$ cat src/hdl/port1_pkg.sv
// Constants, register map and types for the eight-pin multiplexed I/O port.
// Assumes a 25 MHz system clock and byte-wide registers on a 32-bit bus.
package port1_pkg;
   localparam int PIN_W = 8;
   localparam int BUS_ADDR_W = 18;
   localparam int BUS_DATA_W = 32;
   localparam int CLK_PERIOD_NS = 40;

   // Register indices; byte address is four times the index
   localparam logic [15:0] IDX_FUNC_SEL = 16'hffce;
   localparam logic [15:0] IDX_DIR = 16'hffd1;
   localparam logic [15:0] IDX_LATCH = 16'hffc1;
   localparam logic [15:0] IDX_PULLUP = 16'hffe1;
   localparam logic [15:0] IDX_EDGE_SEL = 16'hff00;
   localparam logic [15:0] IDX_NC_CTRL = 16'hff01;
   localparam logic [15:0] IDX_IRQ_STAT = 16'hff02;
   localparam logic [15:0] IDX_IRQ_EN = 16'hff03;
   localparam logic [15:0] IDX_IRQ_CLR = 16'hff04;
   localparam logic [1:0] WORD_LANE = 2'h0;

   localparam logic [7:0] RST_FUNC_SEL = 8'h00;
   localparam logic [7:0] RST_DIR = 8'h00;
   localparam logic [7:0] RST_LATCH = 8'h00;
   localparam logic [7:0] RST_PULLUP = 8'h00;
   localparam logic [6:0] RST_EDGE_SEL = 7'h00;
   localparam logic [6:0] RST_EVENTS = 7'h00;
   localparam logic [7:0] DIR_READBACK = 8'hff;
   localparam logic [7:0] ALL_FLOAT_N = 8'hff;
   localparam logic [7:0] NONE_DRIVEN = 8'h00;
   localparam logic [BUS_DATA_W-1:0] READ_ZERO = 32'h00000000;

   // Pin positions and field layout
   localparam int PIN_CLKOUT = 7;
   localparam int PIN_CAPT = 6;
   localparam int IRQ_N = 6;
   localparam int IRQ_BOTH_BIT = 6;
   localparam int EVT_CAPT = 6;
   localparam int NC_EN_BIT = 0;
   localparam int IRQ_TMR_EVT_LO = 1;
   localparam int IRQ_TMR_CAPT = 3;

   // Noise canceller: three agreeing samples taken every 160 ns
   localparam int NC_SAMPLE_NS = 160;
   localparam int NC_DIV_INT = (NC_SAMPLE_NS + CLK_PERIOD_NS - 1) / CLK_PERIOD_NS;
   localparam logic [2:0] NC_DIV = NC_DIV_INT[2:0];
   localparam int NC_TAPS = 3;

   typedef enum logic [2:0]
   {
      PM_ACTIVE = 3'b000,
      PM_SLEEP = 3'b001,
      PM_STANDBY = 3'b010,
      PM_WATCH = 3'b011,
      PM_SUBACTIVE = 3'b100,
      PM_SUBSLEEP = 3'b101
   } pmode_t;
endpackage

$ cat src/hdl/port1_gpio_pin_mux.sv
// Eight-pin I/O port with per-pin alternate functions, Avalon-MM register slave
// and a level interrupt. Assumes pins and power mode are synchronous to clk_sys.
//
// Overview of operation
// [RQ1] Pin six select bit: 0 gives general I/O, 1 gives active-low capture input.
// [RQ2] Pins five to zero select bits: 0 general I/O, 1 external interrupt input.
// [RQ3] Each direction bit: 1 makes its pin output, 0 input.
// [RQ4] Direction and latch govern a pin only while it is general I/O.
// [RQ5] Direction register is write-only; reading it returns all ones.
// [RQ6] Reset clears direction, data latch and pull-up select to zero.
// [RQ7] Output pins read back the latched value, not the pin.
// [RQ8] Input pins read back the sampled pin level.
// [RQ9] Pull-up acts only on input pins; forced off on outputs.
// [RQ10] Pull-up select bit: 0 no pull-up, 1 pull-up.
// [RQ11] Pin seven select 1 drives divided clock regardless of direction.
// [RQ12] Capture input ignores direction; noise-cancel bit bypasses or inserts the filter.
// [RQ13] Interrupt pins ignore direction while selected.
// [RQ14] Interrupt inputs detect rising or falling; input zero may detect both.
// [RQ15] Interrupt inputs one, two feed timer events; input three feeds timer capture.
// [RQ16] Pins float in reset, standby, watch; run in active, subactive; hold in sleeps.
// [RQ17] Software masks interrupts and clears stale flags when changing pin functions.
// [RQ18] Writes land on the bus cycle; pins follow from the next clock.
`timescale 1ns/1ps
module port1_gpio_pin_mux
   import port1_pkg::*;
(
   input wire logic clk_sys,
   input wire logic rst,
   input wire logic [port1_pkg::BUS_ADDR_W-1:0] avs_address,
   input wire logic avs_read,
   input wire logic avs_write,
   input wire logic [port1_pkg::BUS_DATA_W-1:0] avs_writedata,
   input wire logic [3:0] avs_byteenable,
   output logic [port1_pkg::BUS_DATA_W-1:0] avs_readdata,
   output logic avs_waitrequest,
   input wire logic [port1_pkg::PIN_W-1:0] pin_in,
   output logic [port1_pkg::PIN_W-1:0] pin_out,
   output logic [port1_pkg::PIN_W-1:0] pin_oe_n,
   output logic [port1_pkg::PIN_W-1:0] pullup_en,
   input wire logic divided_clock_output,
   input wire port1_pkg::pmode_t power_mode,
   output logic capture_input_n,
   output logic [1:0] timer_event_n,
   output logic timer_capture_n,
   output logic irq
);
   import port1_pkg::*;

   logic [7:0] func_sel_r;
   logic [7:0] dir_r;
   logic [7:0] latch_r;
   logic [7:0] pullup_sel_r;
   logic [6:0] edge_sel_r;
   logic nc_en_r;
   logic [6:0] irq_stat_r;
   logic [6:0] irq_en_r;
   logic ack_r;
   logic [BUS_DATA_W-1:0] readdata_r;
   logic [7:0] pin_out_r;
   logic [7:0] pin_oe_n_r;
   logic [7:0] pullup_r;
   logic [2:0] nc_div_r;
   logic [NC_TAPS-1:0] nc_samp_r;
   logic nc_filt_r;
   logic capt_r;
   logic [5:0] irq_prev_r;
   logic [1:0] tmr_evt_r;
   logic tmr_capt_r;

   logic [15:0] idx;
   logic lane_ok;
   logic wr_go;
   logic [7:0] wbyte;
   logic [BUS_DATA_W-1:0] rd_nxt;
   logic [7:0] port_rd;
   logic [7:0] drive;
   logic [7:0] pin_out_nxt;
   logic [7:0] pullup_nxt;
   logic nc_tick;
   logic capt_level;
   logic [5:0] irq_rise;
   logic [5:0] irq_fall;
   logic [6:0] evt;
   logic [6:0] clr_mask;

   // Bus slave: one wait cycle, then the access completes
   assign idx = avs_address[BUS_ADDR_W-1:2];
   assign lane_ok = (avs_address[1:0] == WORD_LANE);
   assign avs_waitrequest = (avs_read | avs_write) & ~ack_r;
   assign wr_go = avs_write & ack_r & lane_ok & avs_byteenable[0];
   assign wbyte = avs_writedata[7:0];
   assign avs_readdata = readdata_r;

   always_ff @(posedge clk_sys)
   begin
      if (rst)
         ack_r <= 1'b0;
      else
         ack_r <= (avs_read | avs_write) & ~ack_r;
   end

   // Per-bit port readback: latch for outputs, pin for inputs
   assign port_rd = (dir_r & latch_r) | (~dir_r & pin_in); // [RQ7] [RQ8]

   always_comb
   begin
      rd_nxt = READ_ZERO;
      if (!lane_ok)
         rd_nxt = READ_ZERO;
      else if (idx == IDX_FUNC_SEL)
         rd_nxt[7:0] = func_sel_r;
      else if (idx == IDX_DIR)
         rd_nxt[7:0] = DIR_READBACK; // [RQ5]
      else if (idx == IDX_LATCH)
         rd_nxt[7:0] = port_rd;
      else if (idx == IDX_PULLUP)
         rd_nxt[7:0] = pullup_sel_r;
      else if (idx == IDX_EDGE_SEL)
         rd_nxt[6:0] = edge_sel_r;
      else if (idx == IDX_NC_CTRL)
         rd_nxt[NC_EN_BIT] = nc_en_r;
      else if (idx == IDX_IRQ_STAT)
         rd_nxt[6:0] = irq_stat_r;
      else if (idx == IDX_IRQ_EN)
         rd_nxt[6:0] = irq_en_r;
      else
         rd_nxt = READ_ZERO;
   end

   always_ff @(posedge clk_sys)
   begin
      if (rst)
         readdata_r <= READ_ZERO;
      else if (avs_read & ~ack_r)
         readdata_r <= rd_nxt;
   end

   // Configuration registers, written at the completing bus edge
   always_ff @(posedge clk_sys)
   begin
      if (rst)
      begin
         func_sel_r <= RST_FUNC_SEL;
         dir_r <= RST_DIR; // [RQ6]
         latch_r <= RST_LATCH; // [RQ6]
         pullup_sel_r <= RST_PULLUP; // [RQ6]
         edge_sel_r <= RST_EDGE_SEL;
         nc_en_r <= 1'b0;
         irq_en_r <= RST_EVENTS;
      end
      else if (wr_go)
      begin
         if (idx == IDX_FUNC_SEL)
            func_sel_r <= wbyte; // [RQ18]
         else if (idx == IDX_DIR)
            dir_r <= wbyte; // [RQ3] [RQ18]
         else if (idx == IDX_LATCH)
            latch_r <= wbyte;
         else if (idx == IDX_PULLUP)
            pullup_sel_r <= wbyte;
         else if (idx == IDX_EDGE_SEL)
            edge_sel_r <= wbyte[6:0];
         else if (idx == IDX_NC_CTRL)
            nc_en_r <= wbyte[NC_EN_BIT];
         else if (idx == IDX_IRQ_EN)
            irq_en_r <= wbyte[6:0];
      end
   end

   // Pin drive: alternate functions override direction and latch
   always_comb
   begin
      drive = dir_r & ~func_sel_r; // [RQ1] [RQ2] [RQ3] [RQ4] [RQ13]
      pin_out_nxt = latch_r;
      if (func_sel_r[PIN_CLKOUT])
      begin
         drive[PIN_CLKOUT] = 1'b1; // [RQ11]
         pin_out_nxt[PIN_CLKOUT] = divided_clock_output; // [RQ11]
      end
      pullup_nxt = pullup_sel_r & ~drive; // [RQ9] [RQ10]
   end

   // Hold modes freeze the pins; floating modes release them
   always_ff @(posedge clk_sys)
   begin
      if (rst)
      begin
         pin_out_r <= NONE_DRIVEN;
         pin_oe_n_r <= ALL_FLOAT_N; // [RQ16]
         pullup_r <= NONE_DRIVEN;
      end
      else
      begin
         case (power_mode)
            PM_ACTIVE, PM_SUBACTIVE:
            begin
               pin_out_r <= pin_out_nxt; // [RQ18]
               pin_oe_n_r <= ~drive;
               pullup_r <= pullup_nxt;
            end
            PM_SLEEP, PM_SUBSLEEP:
            begin
               pin_out_r <= pin_out_r; // [RQ16]
               pin_oe_n_r <= pin_oe_n_r;
               pullup_r <= pullup_r;
            end
            default:
            begin
               pin_out_r <= NONE_DRIVEN;
               pin_oe_n_r <= ALL_FLOAT_N; // [RQ16]
               pullup_r <= NONE_DRIVEN;
            end
         endcase
      end
   end

   assign pin_out = pin_out_r;
   assign pin_oe_n = pin_oe_n_r;
   assign pullup_en = pullup_r;

   // Noise canceller: level changes only after three equal samples
   assign nc_tick = (nc_div_r == NC_DIV - 3'h1);

   always_ff @(posedge clk_sys)
   begin
      if (rst)
      begin
         nc_div_r <= 3'h0;
         nc_samp_r <= '1;
         nc_filt_r <= 1'b1;
      end
      else
      begin
         nc_div_r <= nc_tick ? 3'h0 : nc_div_r + 3'h1;
         if (nc_tick)
            nc_samp_r <= {nc_samp_r[NC_TAPS-2:0], pin_in[PIN_CAPT]};
         if (&nc_samp_r)
            nc_filt_r <= 1'b1;
         else if (~|nc_samp_r)
            nc_filt_r <= 1'b0;
      end
   end

   assign capt_level = nc_en_r ? nc_filt_r : pin_in[PIN_CAPT]; // [RQ12]

   // Edge detection for capture and interrupt pins
   assign irq_rise = pin_in[5:0] & ~irq_prev_r;
   assign irq_fall = ~pin_in[5:0] & irq_prev_r;

   always_comb
   begin
      evt = RST_EVENTS;
      for (int i = 0; i < IRQ_N; i++)
         evt[i] = func_sel_r[i] & (edge_sel_r[i] ? irq_rise[i] : irq_fall[i]); // [RQ14]
      if (edge_sel_r[IRQ_BOTH_BIT])
         evt[0] = func_sel_r[0] & (irq_rise[0] | irq_fall[0]); // [RQ14]
      evt[EVT_CAPT] = func_sel_r[PIN_CAPT] & capt_r & ~capt_level; // [RQ1] [RQ12]
   end

   always_ff @(posedge clk_sys)
   begin
      if (rst)
      begin
         irq_prev_r <= '1;
         capt_r <= 1'b1;
         tmr_evt_r <= 2'h3;
         tmr_capt_r <= 1'b1;
      end
      else
      begin
         irq_prev_r <= pin_in[5:0];
         capt_r <= capt_level;
         // Deselected pins present an idle high level downstream
         tmr_evt_r <= pin_in[IRQ_TMR_EVT_LO +: 2] | ~func_sel_r[IRQ_TMR_EVT_LO +: 2]; // [RQ15]
         tmr_capt_r <= pin_in[IRQ_TMR_CAPT] | ~func_sel_r[IRQ_TMR_CAPT]; // [RQ15]
      end
   end

   assign capture_input_n = capt_r;
   assign timer_event_n = tmr_evt_r;
   assign timer_capture_n = tmr_capt_r;

   // Sticky status; a new event beats a clear in the same cycle
   assign clr_mask = (wr_go && idx == IDX_IRQ_CLR) ? wbyte[6:0] : RST_EVENTS;

   always_ff @(posedge clk_sys)
   begin
      if (rst)
         irq_stat_r <= RST_EVENTS;
      else
         irq_stat_r <= (irq_stat_r & ~clr_mask) | evt; // [RQ17]
   end

   assign irq = |(irq_stat_r & irq_en_r);

   // Checks
   a_reset_clears: assert property (@(posedge clk_sys) rst |=> (dir_r == RST_DIR && latch_r == RST_LATCH
      && pullup_sel_r == RST_PULLUP && pin_oe_n == ALL_FLOAT_N)) // [RQ6]
      else $error("reset values wrong");
   a_dir_reads_ones: assert property (@(posedge clk_sys) disable iff (rst)
      (avs_read && !avs_waitrequest && avs_address == {IDX_DIR, WORD_LANE}) |-> avs_readdata[7:0] == DIR_READBACK) // [RQ5]
      else $error("direction readback not all ones");
   a_port_readback: assert property (@(posedge clk_sys) disable iff (rst)
      (avs_read && !avs_waitrequest && avs_address == {IDX_LATCH, WORD_LANE})
      |-> avs_readdata[7:0] == ((dir_r & latch_r) | (~dir_r & $past(pin_in)))) // [RQ7]
      else $error("port readback mismatch");
   a_write_lands: assert property (@(posedge clk_sys) disable iff (rst)
      (wr_go && idx == IDX_FUNC_SEL) |=> func_sel_r == $past(wbyte)) // [RQ18]
      else $error("select write lost");
   a_gp_drive: assert property (@(posedge clk_sys) disable iff (rst)
      (power_mode == PM_ACTIVE && func_sel_r == RST_FUNC_SEL) |=> (pin_oe_n == ~$past(dir_r)
      && pin_out == $past(latch_r))) // [RQ3]
      else $error("general I/O drive wrong");
   a_alt_inputs_float: assert property (@(posedge clk_sys) disable iff (rst)
      (power_mode == PM_ACTIVE) |=> ((~pin_oe_n[6:0] & $past(func_sel_r[6:0])) == 7'h00)) // [RQ4]
      else $error("alternate input pin driven");
   a_clkout_drive: assert property (@(posedge clk_sys) disable iff (rst)
      ((power_mode == PM_ACTIVE || power_mode == PM_SUBACTIVE) && func_sel_r[PIN_CLKOUT]) |=> (!pin_oe_n[PIN_CLKOUT]
      && pin_out[PIN_CLKOUT] == $past(divided_clock_output))) // [RQ11]
      else $error("clock output not driven");
   a_pullup_inputs: assert property (@(posedge clk_sys) disable iff (rst)
      (pullup_en & ~pin_oe_n) == NONE_DRIVEN) // [RQ9]
      else $error("pull-up on driven pin");
   a_float_standby: assert property (@(posedge clk_sys) disable iff (rst)
      (power_mode == PM_STANDBY || power_mode == PM_WATCH) |=> (pin_oe_n == ALL_FLOAT_N
      && pullup_en == NONE_DRIVEN)) // [RQ16]
      else $error("pins not floating");
   a_hold_sleep: assert property (@(posedge clk_sys) disable iff (rst)
      (power_mode == PM_SLEEP || power_mode == PM_SUBSLEEP) |=> ($stable(pin_out) && $stable(pin_oe_n))) // [RQ16]
      else $error("pins changed while held");
   a_irq0_both: assert property (@(posedge clk_sys) disable iff (rst)
      (func_sel_r[0] && edge_sel_r[IRQ_BOTH_BIT] && pin_in[0] != irq_prev_r[0]) |=> irq_stat_r[0]) // [RQ14]
      else $error("both-edge event missed");
   a_set_beats_clear: assert property (@(posedge clk_sys) disable iff (rst)
      (|(evt & clr_mask)) |=> ((irq_stat_r & $past(evt)) == $past(evt))) // [RQ14]
      else $error("event lost to clear");
   a_irq_follows: assert property (@(posedge clk_sys) disable iff (rst)
      (evt[1] && irq_en_r[1]) |=> irq) // [RQ2]
      else $error("enabled event gave no interrupt");
   a_timer_route: assert property (@(posedge clk_sys) disable iff (rst)
      (func_sel_r[IRQ_TMR_CAPT] && !pin_in[IRQ_TMR_CAPT]) |=> !timer_capture_n) // [RQ15]
      else $error("timer capture not routed");

   c_clkout: cover property (@(posedge clk_sys) func_sel_r[PIN_CLKOUT] && !pin_oe_n[PIN_CLKOUT]);
   c_capture_filtered: cover property (@(posedge clk_sys) nc_en_r && evt[EVT_CAPT]);
   c_irq0_both: cover property (@(posedge clk_sys) edge_sel_r[IRQ_BOTH_BIT] && evt[0] && irq_rise[0] == 1'b0);
   c_irq_out: cover property (@(posedge clk_sys) irq);
endmodule

$ cat config.mk
export PLATFORM = sky130hd
export DESIGN_NAME = port1_gpio_pin_mux
export DESIGN_NICKNAME = d
export VERILOG_FILES = /design/src/hdl/port1_pkg.sv /design/src/hdl/port1_gpio_pin_mux.sv
export SDC_FILE = /design/constraint.sdc
export NUM_CORES = 1
export LEC_CHECK = 0
export ABC_AREA = 1
export BUFFER_PORTS_ARGS = -buffer_cell sky130_fd_sc_hd__buf_2
export CAP_MARGIN = 20
export CORE_MARGIN = 4
export CORE_UTILIZATION = 30
export DETAILED_ROUTE_END_ITERATION = 8
export PLACE_DENSITY = 0.63
export SETUP_SLACK_MARGIN = 0.2
export SYNTH_ARGS = -nofsm -noshare
export SYNTH_HDL_FRONTEND = slang
export SYNTH_SLANG_ARGS = --single-unit
$ cat constraint.sdc
create_clock -name clk_sys -period 1.61 [get_ports clk_sys]
set_input_delay 0.0805 -clock clk_sys [delete_from_list [all_inputs] [get_ports clk_sys]]
set_output_delay 0.0805 -clock clk_sys [all_outputs]
set_load 0.01 [all_outputs]
Word-level counts from Yosys, hierarchy flattened
Index checks and enable logic that the tools add are counted.
{"block": "totals", "register_bits": 128, "input_bits": 70, "output_inout_bits": 62, "wordCells": 120}
{"block": "classes", "n_addsub": 1, "n_eq_ne": 13, "n_mux": 25, "bitwise": 44, "n_reduce_logical": 17}
{"operator": "16-bit equality test, second input constant", "count": 9}
{"operator": "8-bit case mux with 2 select lines", "count": 3}
{"operator": "8-bit AND", "count": 4}
{"operator": "32-bit two-way mux", "count": 1}
{"operator": "8-bit two-way mux", "count": 4}
{"operator": "7-bit two-way mux", "count": 4}
{"operator": "24-bit two-way mux", "count": 1}
{"operator": "8-bit inverter", "count": 3}
{"operator": "1-bit AND", "count": 14}
{"operator": "7-bit AND", "count": 2}
{"operator": "6-bit AND", "count": 2}
{"operator": "6-bit inverter", "count": 2}
{"operator": "1-bit two-way mux", "count": 11}
{"operator": "1-bit inverter", "count": 9}
{"operator": "8-bit bitwise OR", "count": 1}
{"operator": "8-bit AND reduction", "count": 1}
{"operator": "2-bit OR reduction", "count": 4}
{"operator": "7-bit inverter", "count": 1}
{"operator": "7-bit bitwise OR", "count": 1}
{"operator": "7-bit AND reduction", "count": 1}
{"operator": "7-bit OR reduction", "count": 1}
{"operator": "3-bit equality test, second input constant", "count": 2}
{"operator": "6-bit two-way mux", "count": 1}
{"operator": "3-bit AND reduction", "count": 2}
{"operator": "14 further kinds", "count": 16}

Depth between registers and ports, before layout
Gate-level depths: netlist of the first run.
{"block": "logic_depth", "ltp_word": 10, "ltp_mapped": 14, "depth_no_buf": 14}

Least setup slack after synthesis of the first run
No wires, ideal clock.
{"block": "synth_timing", "path_kind": "reg-to-reg", "start": "reg ack_r", "end": "reg pullup_sel_r[0]", "setup_time_ns": 0.123, "t_arrival_ns": 1.276, "required_ns": 1.487, "path_slack_ns": 0.211, "stages_incl_launch_ff": 8, "n_path_buf": 1, "synth_period_minus_slack_ns": 1.399, "path_cell_list": "dfxtp_1 nand4_1 inv_1 nand4_2 or2_1 buf_4 o21ai_1 a21oi_1"}
{"block": "synth_via", "elab_chain_len": 4}
{"element": "start: declaration", "line_no": "port1_gpio_pin_mux.sv:57", "source": "logic ack_r;"}
{"element": "start signal: assignment", "line_no": "port1_gpio_pin_mux.sv:99", "source": "ack_r <= (avs_read | avs_write) & ~ack_r;"}
{"element": "1-bit AND (3 in a row)", "line_no": "port1_gpio_pin_mux.sv:90", "source": "assign wr_go = avs_write & ack_r & lane_ok & avs_byteenable[0];"}
{"element": "5-bit AND reduction (no line)"}
{"element": "end signal: assignment", "line_no": "port1_gpio_pin_mux.sv:160", "source": "pullup_sel_r <= wbyte;"}
{"element": "end: declaration", "line_no": "port1_gpio_pin_mux.sv:52", "source": "logic [7:0] pullup_sel_r;"}
Every way passes these cells.
A chain may end at the register's enable or synchronous reset.

Final worst setup path of the first run
{"block": "layout_timing", "start": "reg irq_stat_r[0]", "end": "out irq"}
{"block": "layout_via", "elab_chain_len": 2}
{"element": "start: declaration", "line_no": "port1_gpio_pin_mux.sv:55", "source": "logic [6:0] irq_stat_r;"}
{"element": "start signal: assignment", "line_no": "port1_gpio_pin_mux.sv:291", "source": "irq_stat_r <= (irq_stat_r & ~clr_mask) | evt;"}
{"element": "7-bit AND", "line_no": "port1_gpio_pin_mux.sv:294", "source": "assign irq = |(irq_stat_r & irq_en_r);"}
{"element": "7-bit OR reduction", "line_no": "port1_gpio_pin_mux.sv:294"}
{"element": "end: declaration", "line_no": "port1_gpio_pin_mux.sv:45", "source": "output logic irq"}
Every way passes these cells.

==> impl_metrics.py, run 1 <==
metrics = {
    "outcome": {
        "outcome": "finished, violations left",
        "violations": "hold timing",
    },
    "finish": {
        "synthToLayoutAreaGrowth_pct": 30.0,
        "multi_input_area_sq_mm": 0.00248,
        "n_antenna_cell": 0,
        "final-seq-area_sq_mm": 0.00209,
        "finish.instance_area_sq_mm": 0.00638,
        "fillerInstances": 1664,
        "final_common_cell": "nand2_1",
        "drive_gt1_share_pct": 28.1,
        "fin_nets": 867,
        "final_cell_mix": "124 x nand2_1, 101 x dfxtp_1, 81 x inv_1",
    },
    "worst_setup_path": {
        "rr_worst_depth": 8,
        "crit_arrival_ps": 1350,
        "critPathCapture": "irq",
        "startpoint": "irq_stat_r[0]$_SDFF_PP0_",
        "required_ps": 1530,
        "crit_path_end_kind": "primary output",
        "critPathLaunchType": "flop",
        "reg2reg_slack_ps": 220,
        "cp_max_fo": 3,
        "critPathKind": "reg2out",
        "reg2reg_from": "ack_r$_SDFF_PP0_",
        "r2r-end": "dir_r[7]$_SDFFE_PP0P_",
    },
    "global_routing": {
        "track_usage_pct": 15.4,
        "antenna_found_initial": 0,
        "grt_overflow": 0,
        "grt_pass1_wl_um": 22400,
        "grt_pass1_vias": 4373,
        "grt_max_degree": 61,
    },
    "yosys": {
        "ys_types": 43,
        "syn-cell-area_sq_mm": 0.00491,
        "ys.flop_type": "dfxtp_1",
        "seq_area_frac_synth_pct": 42.4,
        "ys_ff_latch": 104,
        "yosysWarnings": 0,
        "async_flop_share_pct": 0,
        "syn-instance-count": 671,
        "synth_edf_count": 0,
        "syn_area_per_cell_sq_um": 7.31,
    },
    "cts": {
        "clkTransAtPathRegs_ps": 70,
        "cts_tree": "built",
        "cts_buffers": 9,
        "clock_latency_ps": 350,
        "cts_root_buffer": "clkbuf_16",
        "clock_path_buffers": 2,
        "cts_sinks": 104,
        "cts_max_level": 3,
    },
    "timing": {
        "drv_slew": 0,
        "max-slew-margin-rel_pct": 64.4,
        "worst_pin_slew_ps": 534,
        "fin_ws_ps": 178,
        "finalSetupViolations": 0,
        "tns_ps": 0,
        "rsz0062_at_grt": "yes",
        "final_hold_viol_count": 1,
        "finClkSkew_ps": 6.65,
        "layout_min_cycle_time_ps": 1430,
        "whs_ps": -2.16,
        "fin_crit_sh_pct": 89.0,
        "timing.fmax_ghz": 0.698,
    },
    "power": {
        "total_power_mw": 5.22,
        "peakVddDrop_v": 0.000640,
        "leakagePower_nw": 2.72,
        "power.density_mw_per_mm2": 819,
    },
    "detailed_routing": {
        "drt_first_pass_iters": 4,
        "drt_iter0_drc": 299,
        "avgViaCountPerCell": 4.62,
        "via_count": 4687,
        "drtAntennaViolNets": 0,
        "drt_wl_total_um": 14400,
        "wl_per_cell_um": 14.2,
        "route.detailed.drc": 0,
    },
    "die": {
        "coreArea_sq_mm": 0.0159,
        "start_util_pct": 30.8,
        "die-width_um": 136,
        "ios": 132,
        "die_y_um": 136,
        "dieArea_sq_mm": 0.0185,
        "placementRows": 46,
    },
    "placement": {
        "post_dp_cell_area_sq_mm": 0.00572,
        "portBuffers": 79,
        "place_ws_ps": -43.7,
        "place_hpwl_um": 10600,
        "routabilityCongestion": 0.897,
    },
    "worst_hold_path": {
        "min_path_cells": 3,
        "holdCritPathClass": "in2reg",
    },
    "run": {
        "drv_cap": 0,
    },
}
## cell usage after synthesis, types with 4 or more instances
| cell | number | share of area, % |
|---|---|---|
| a211oi_1 | 5 | 0.77 |
| a21oi_1 | 73 | 7.4 |
| buf_4 | 26 | 4.0 |
| clkbuf_1 | 12 | 0.92 |
| dfxtp_1 | 104 | 42 |
| ha_1 | 4 | 1.0 |
| inv_1 | 86 | 6.6 |
| inv_2 | 4 | 0.31 |
| nand2_1 | 133 | 10 |
| nand3_1 | 42 | 4.3 |
| nand4_1 | 7 | 0.89 |
| nor2_1 | 36 | 2.8 |
| nor3_1 | 4 | 0.41 |
| o21ai_0 | 65 | 6.6 |
| o21ai_1 | 15 | 1.5 |
| o22ai_1 | 8 | 1.0 |
## cell type report
cell class	count	area share [%]
clock buffers	12	3.86
clock inverters	4	0.843
multi-input cells	453	38.9
well taps	216	4.24
repair buffers	131	13.8
inverters	94	5.71
flip-flops and latches	104	32.7
## worst max-delay path: stages (launching register included)
cell and delay [ps]:
dfxtp_1 350, a221oi_2 310, o2111ai_2 170, buf_2 180
## kinds of logic (layout without fill, tap and decap cells)
family,Yosys count,count (layout),synth area share [%]
simple gates,246,247,23.8
compound gates,177,177,19.4
buf+inv,138,241,13.0
flops,104,104,42.4
fa+ha+maj,4,4,1.02
other cells,1,24,0.0764
mux,1,1,0.204
## routing by layer
layer | vias to the layer above | track usage (%) | part of all wire (%) | wire (um)
met1 | 2149 | 21.2 | 46 | 6670
met2 | 121 | 24.8 | 45 | 6510
met4 | 0 | 3.36 | 1.4 | 194
met5 | - | 0 | 0 | 0
li1 | 2402 | - | - | -
met3 | 15 | 3.55 | 6.8 | 980
## worst min path at each step
stage	from	to	slack [ps]
floorplan	pin_in[0]	irq_prev_r[0]$_SDFF_PP1_	190
global placement	pin_in[4]	irq_prev_r[4]$_SDFF_PP1_	330
detailed placement	pin_in[3]	irq_prev_r[3]$_SDFF_PP1_	330
CTS	pin_in[2]	irq_prev_r[2]$_SDFF_PP1_	3
global route	pin_in[2]	timer_event_n[1]$_SDFF_PP1_	20
finish	pin_in[2]	irq_prev_r[2]$_SDFF_PP1_	-2
## state kept, by name, indices dropped and copies added, names as in the netlist, 6 cells and up
signal        flops
edge_sel_r        7
avs_readdata      8
pin_out           8
irq_stat_r        7
dir_r             8
latch_r           8
pullup_sel_r      8
pullup_en         8
irq_en_r          7
irq_prev_r        6
pin_oe_n          8
func_sel_r        8
## power breakdown
part	switching (mW)	total [mW]	internal, mW	leakage (nW)
clock network	0.960	2.21	1.25	0.139
logic	0.263	0.399	0.136	1.74
registers	0.0137	2.61	2.60	0.842
total	1.24	5.22	3.98	2.72
## per-stage QoR
step	util [%]	cells
after global placement	35.9	986
final	40.0	1014
after CTS	38.6	1009
after floorplan	-	694
after global routing	40.0	1014
after detailed placement	35.9	986
## repair_timing
item | 4_1_cts | 5_1_grt
endpoints found under the setup margin | 38 | 53
resized for setup | 21 | 69
hold buffers | 5 | 0
setup buffers | 1 | 5
gates cloned | 1 | 0
pin swaps | 9 | 18
hold endpoints to repair | 6 | 0
No activity file was read; power rests on OpenSTA's default activity.
==> run 2, diff against run 1 <==
--- a/config.mk
+++ b/config.mk
@@ -8,10 +8,10 @@
 export ABC_AREA = 1
 export BUFFER_PORTS_ARGS = -buffer_cell sky130_fd_sc_hd__buf_2
 export CAP_MARGIN = 20
-export CORE_MARGIN = 4
+export CORE_MARGIN = 2
 export CORE_UTILIZATION = 30
 export DETAILED_ROUTE_END_ITERATION = 8
-export PLACE_DENSITY = 0.63
+export GPL_ROUTABILITY_DRIVEN = 0
 export SETUP_SLACK_MARGIN = 0.2
 export SYNTH_ARGS = -nofsm -noshare
 export SYNTH_HDL_FRONTEND = slang
==> impl_metrics.py, run 2 (same netlist as run 1, synthesis figures left out) <==
metrics = {
    "outcome": {
        "outcome": "finished, violations left",
        "violations": "hold timing",
    },
    "timing": {
        "rsz0062_at_grt": "yes",
        "fin_crit_sh_pct": 90.1,
        "finClkSkew_ps": 6.49,
        "layout_min_cycle_time_ps": 1450,
        "whs_ps": -1.88,
        "max-slew-margin-rel_pct": 63.1,
        "worst_pin_slew_ps": 554,
        "finalSetupViolations": 0,
        "final_hold_viol_count": 1,
        "drv_slew": 0,
        "timing.fmax_ghz": 0.689,
    },
    "worst_setup_path": {
        "crit_arrival_ps": 1680,
        "cp_max_fo": 8,
        "cpMaxStageDelayCell": "or2_4",
        "slowest_delay_ps": 340,
        "reg2reg_slack_ps": 160,
        "crit_path_end_kind": "flop",
        "startpoint": "ack_r$_SDFF_PP0_",
        "critPathKind": "reg2reg",
        "rr_worst_depth": 6,
        "critPathCapture": "pullup_sel_r[7]$_SDFFE_PP0P_",
        "required_ps": 1840,
        "r2r-end": "pullup_sel_r[7]$_SDFFE_PP0P_",
        "reg2reg_from": "ack_r$_SDFF_PP0_",
        "critPathLaunchType": "flop",
        "path_cells": "nand4_1, inv_2, nand4_4, or2_4, o21ai_1, a21oi_1",
    },
    "finish": {
        "synthToLayoutAreaGrowth_pct": 33.3,
        "drive_gt1_share_pct": 30.4,
        "fin_util_pct": 41.0,
        "final_common_cell": "nand2_1",
        "final_cell_mix": "125 x nand2_1, 99 x dfxtp_1, 81 x inv_1",
        "n_antenna_cell": 0,
        "finish.instance_area_sq_mm": 0.00654,
        "fin_nets": 876,
    },
    "placement": {
        "place_hpwl_um": 10500,
        "post_dp_cell_area_sq_mm": 0.00574,
        "portBuffers": 79,
    },
    "detailed_routing": {
        "wl_per_cell_um": 14.3,
        "avgViaCountPerCell": 4.66,
        "via_count": 4764,
        "drt_wl_total_um": 14600,
        "drtAntennaViolNets": 0,
        "route.detailed.drc": 0,
        "drt_first_pass_iters": 4,
        "drt_iter0_drc": 305,
    },
    "cts": {
        "cts_sinks": 104,
        "cts_buffers": 9,
        "clock_path_buffers": 2,
        "cts_root_buffer": "clkbuf_16",
        "clkTransAtPathRegs_ps": 70,
        "cts_tree": "built",
        "clock_latency_ps": 350,
        "cts_max_level": 3,
    },
    "power": {
        "p_clk_share_pct": 43.9,
        "peakVddDrop_v": 0.000578,
        "leakagePower_nw": 2.79,
        "p_int_mw": 4.11,
        "pwr-share-comb_pct": 7.6,
        "p_seq_share_pct": 48.6,
        "switching_share_pct": 23.6,
        "netSwitchingPower_mw": 1.27,
        "power.density_mw_per_mm2": 822,
    },
    "die": {
        "die_y_um": 132,
        "die-width_um": 132,
        "placementRows": 46,
        "start_util_pct": 30.8,
        "coreArea_sq_mm": 0.0159,
        "dieArea_sq_mm": 0.0174,
        "ios": 132,
    },
    "global_routing": {
        "track_usage_pct": 16.1,
        "grt_max_degree": 61,
        "antenna_found_initial": 0,
        "grt_overflow": 0,
        "grt_pass1_vias": 4266,
        "grt_pass1_wl_um": 22300,
    },
    "run": {
        "drv_cap": 0,
    },
    "worst_hold_path": {
        "holdCritPathClass": "in2reg",
    },
}
==> run 2: stage by stage <==
step | setup WS, ps | power [mW] | TNS (ps) | cells | hold WS, ps
after floorplan | 211 | 2.91 | 0 | 694 | 189
after global placement | -48.8 | 3.04 | -187 | 987 | 327
after detailed placement | -60.3 | 3.04 | -441 | 987 | 335
after CTS | 127 | 5.38 | 0 | 1011 | 15.0
after global routing | 63.9 | 5.56 | 0 | 1023 | 20.1
final | 159 | 5.37 | 0 | 1023 | -1.88
==> run 2: area by class of cell <==
cell class / instances / area (sq um)
Clock buffer: 12 / 236
Clock inverter: 4 / 76.3
Inverter: 94 / 364
Tap cell: 216 / 270
Multi-Input combinational cell: 452 / 2510
Fill cell: 1659 / 9400
Sequential cell: 104 / 2090
Timing Repair Buffer: 141 / 995
==> run 2: critical path: cells and delay by family, from the launching register on <==
family                 cells  cell delay, ps
DFF                        1             330
buffers and inverters      1             170
and+or+nand+nor            3             640
AOI/OAI and AO/OA          2             190
==> run 2: worst min-delay path by stage <==
| stage | start | end | slack, ps | cells past startpoint |
|---|---|---|---|---|
| 5_1_grt | pin_in[2] | irq_prev_r[2]$_SDFF_PP1_ | 20 | 3 |
| 2_1_floorplan | pin_in[0] | irq_prev_r[0]$_SDFF_PP1_ | 190 | 2 |
| 3_5_place_dp | pin_in[5] | irq_prev_r[5]$_SDFF_PP1_ | 330 | 3 |
| 3_3_place_gp | pin_in[4] | irq_prev_r[4]$_SDFF_PP1_ | 330 | 3 |
| 6_report | pin_in[2] | irq_prev_r[2]$_SDFF_PP1_ | -2 | 3 |
| 4_1_cts | pin_in[2] | irq_prev_r[2]$_SDFF_PP1_ | 10 | 3 |
==> run 2: layer usage <==
metal	wire (um)	global-route usage, %	vias to the layer above
met4	216	4.11	0
met2	6600	25.4	152
met3	793	3.42	17
li1	-	-	2420
met1	7000	22.3	2175
met5	0	0	-
==> run 2: timing repair <==
item                                   in CTS  in global routing
gates resized for setup                    23                 92
cloned                                      0                  1
setup endpoints to repair                  45                 58
endpoints found under the hold margin       5                  0
buffers inserted                            3                 11
pin swaps                                   4                 29
hold buffers                                5                  0
==> run 2: power by group through the flow <==
stage	Clock (mW)	Sequential [mW]	Combinational [mW]
CTS	2.39	2.61	0.383
global route	2.50	2.61	0.454
detailed placement	0	2.67	0.369
finish	2.36	2.61	0.408
global placement	0	2.67	0.367
floorplan	0	2.67	0.241
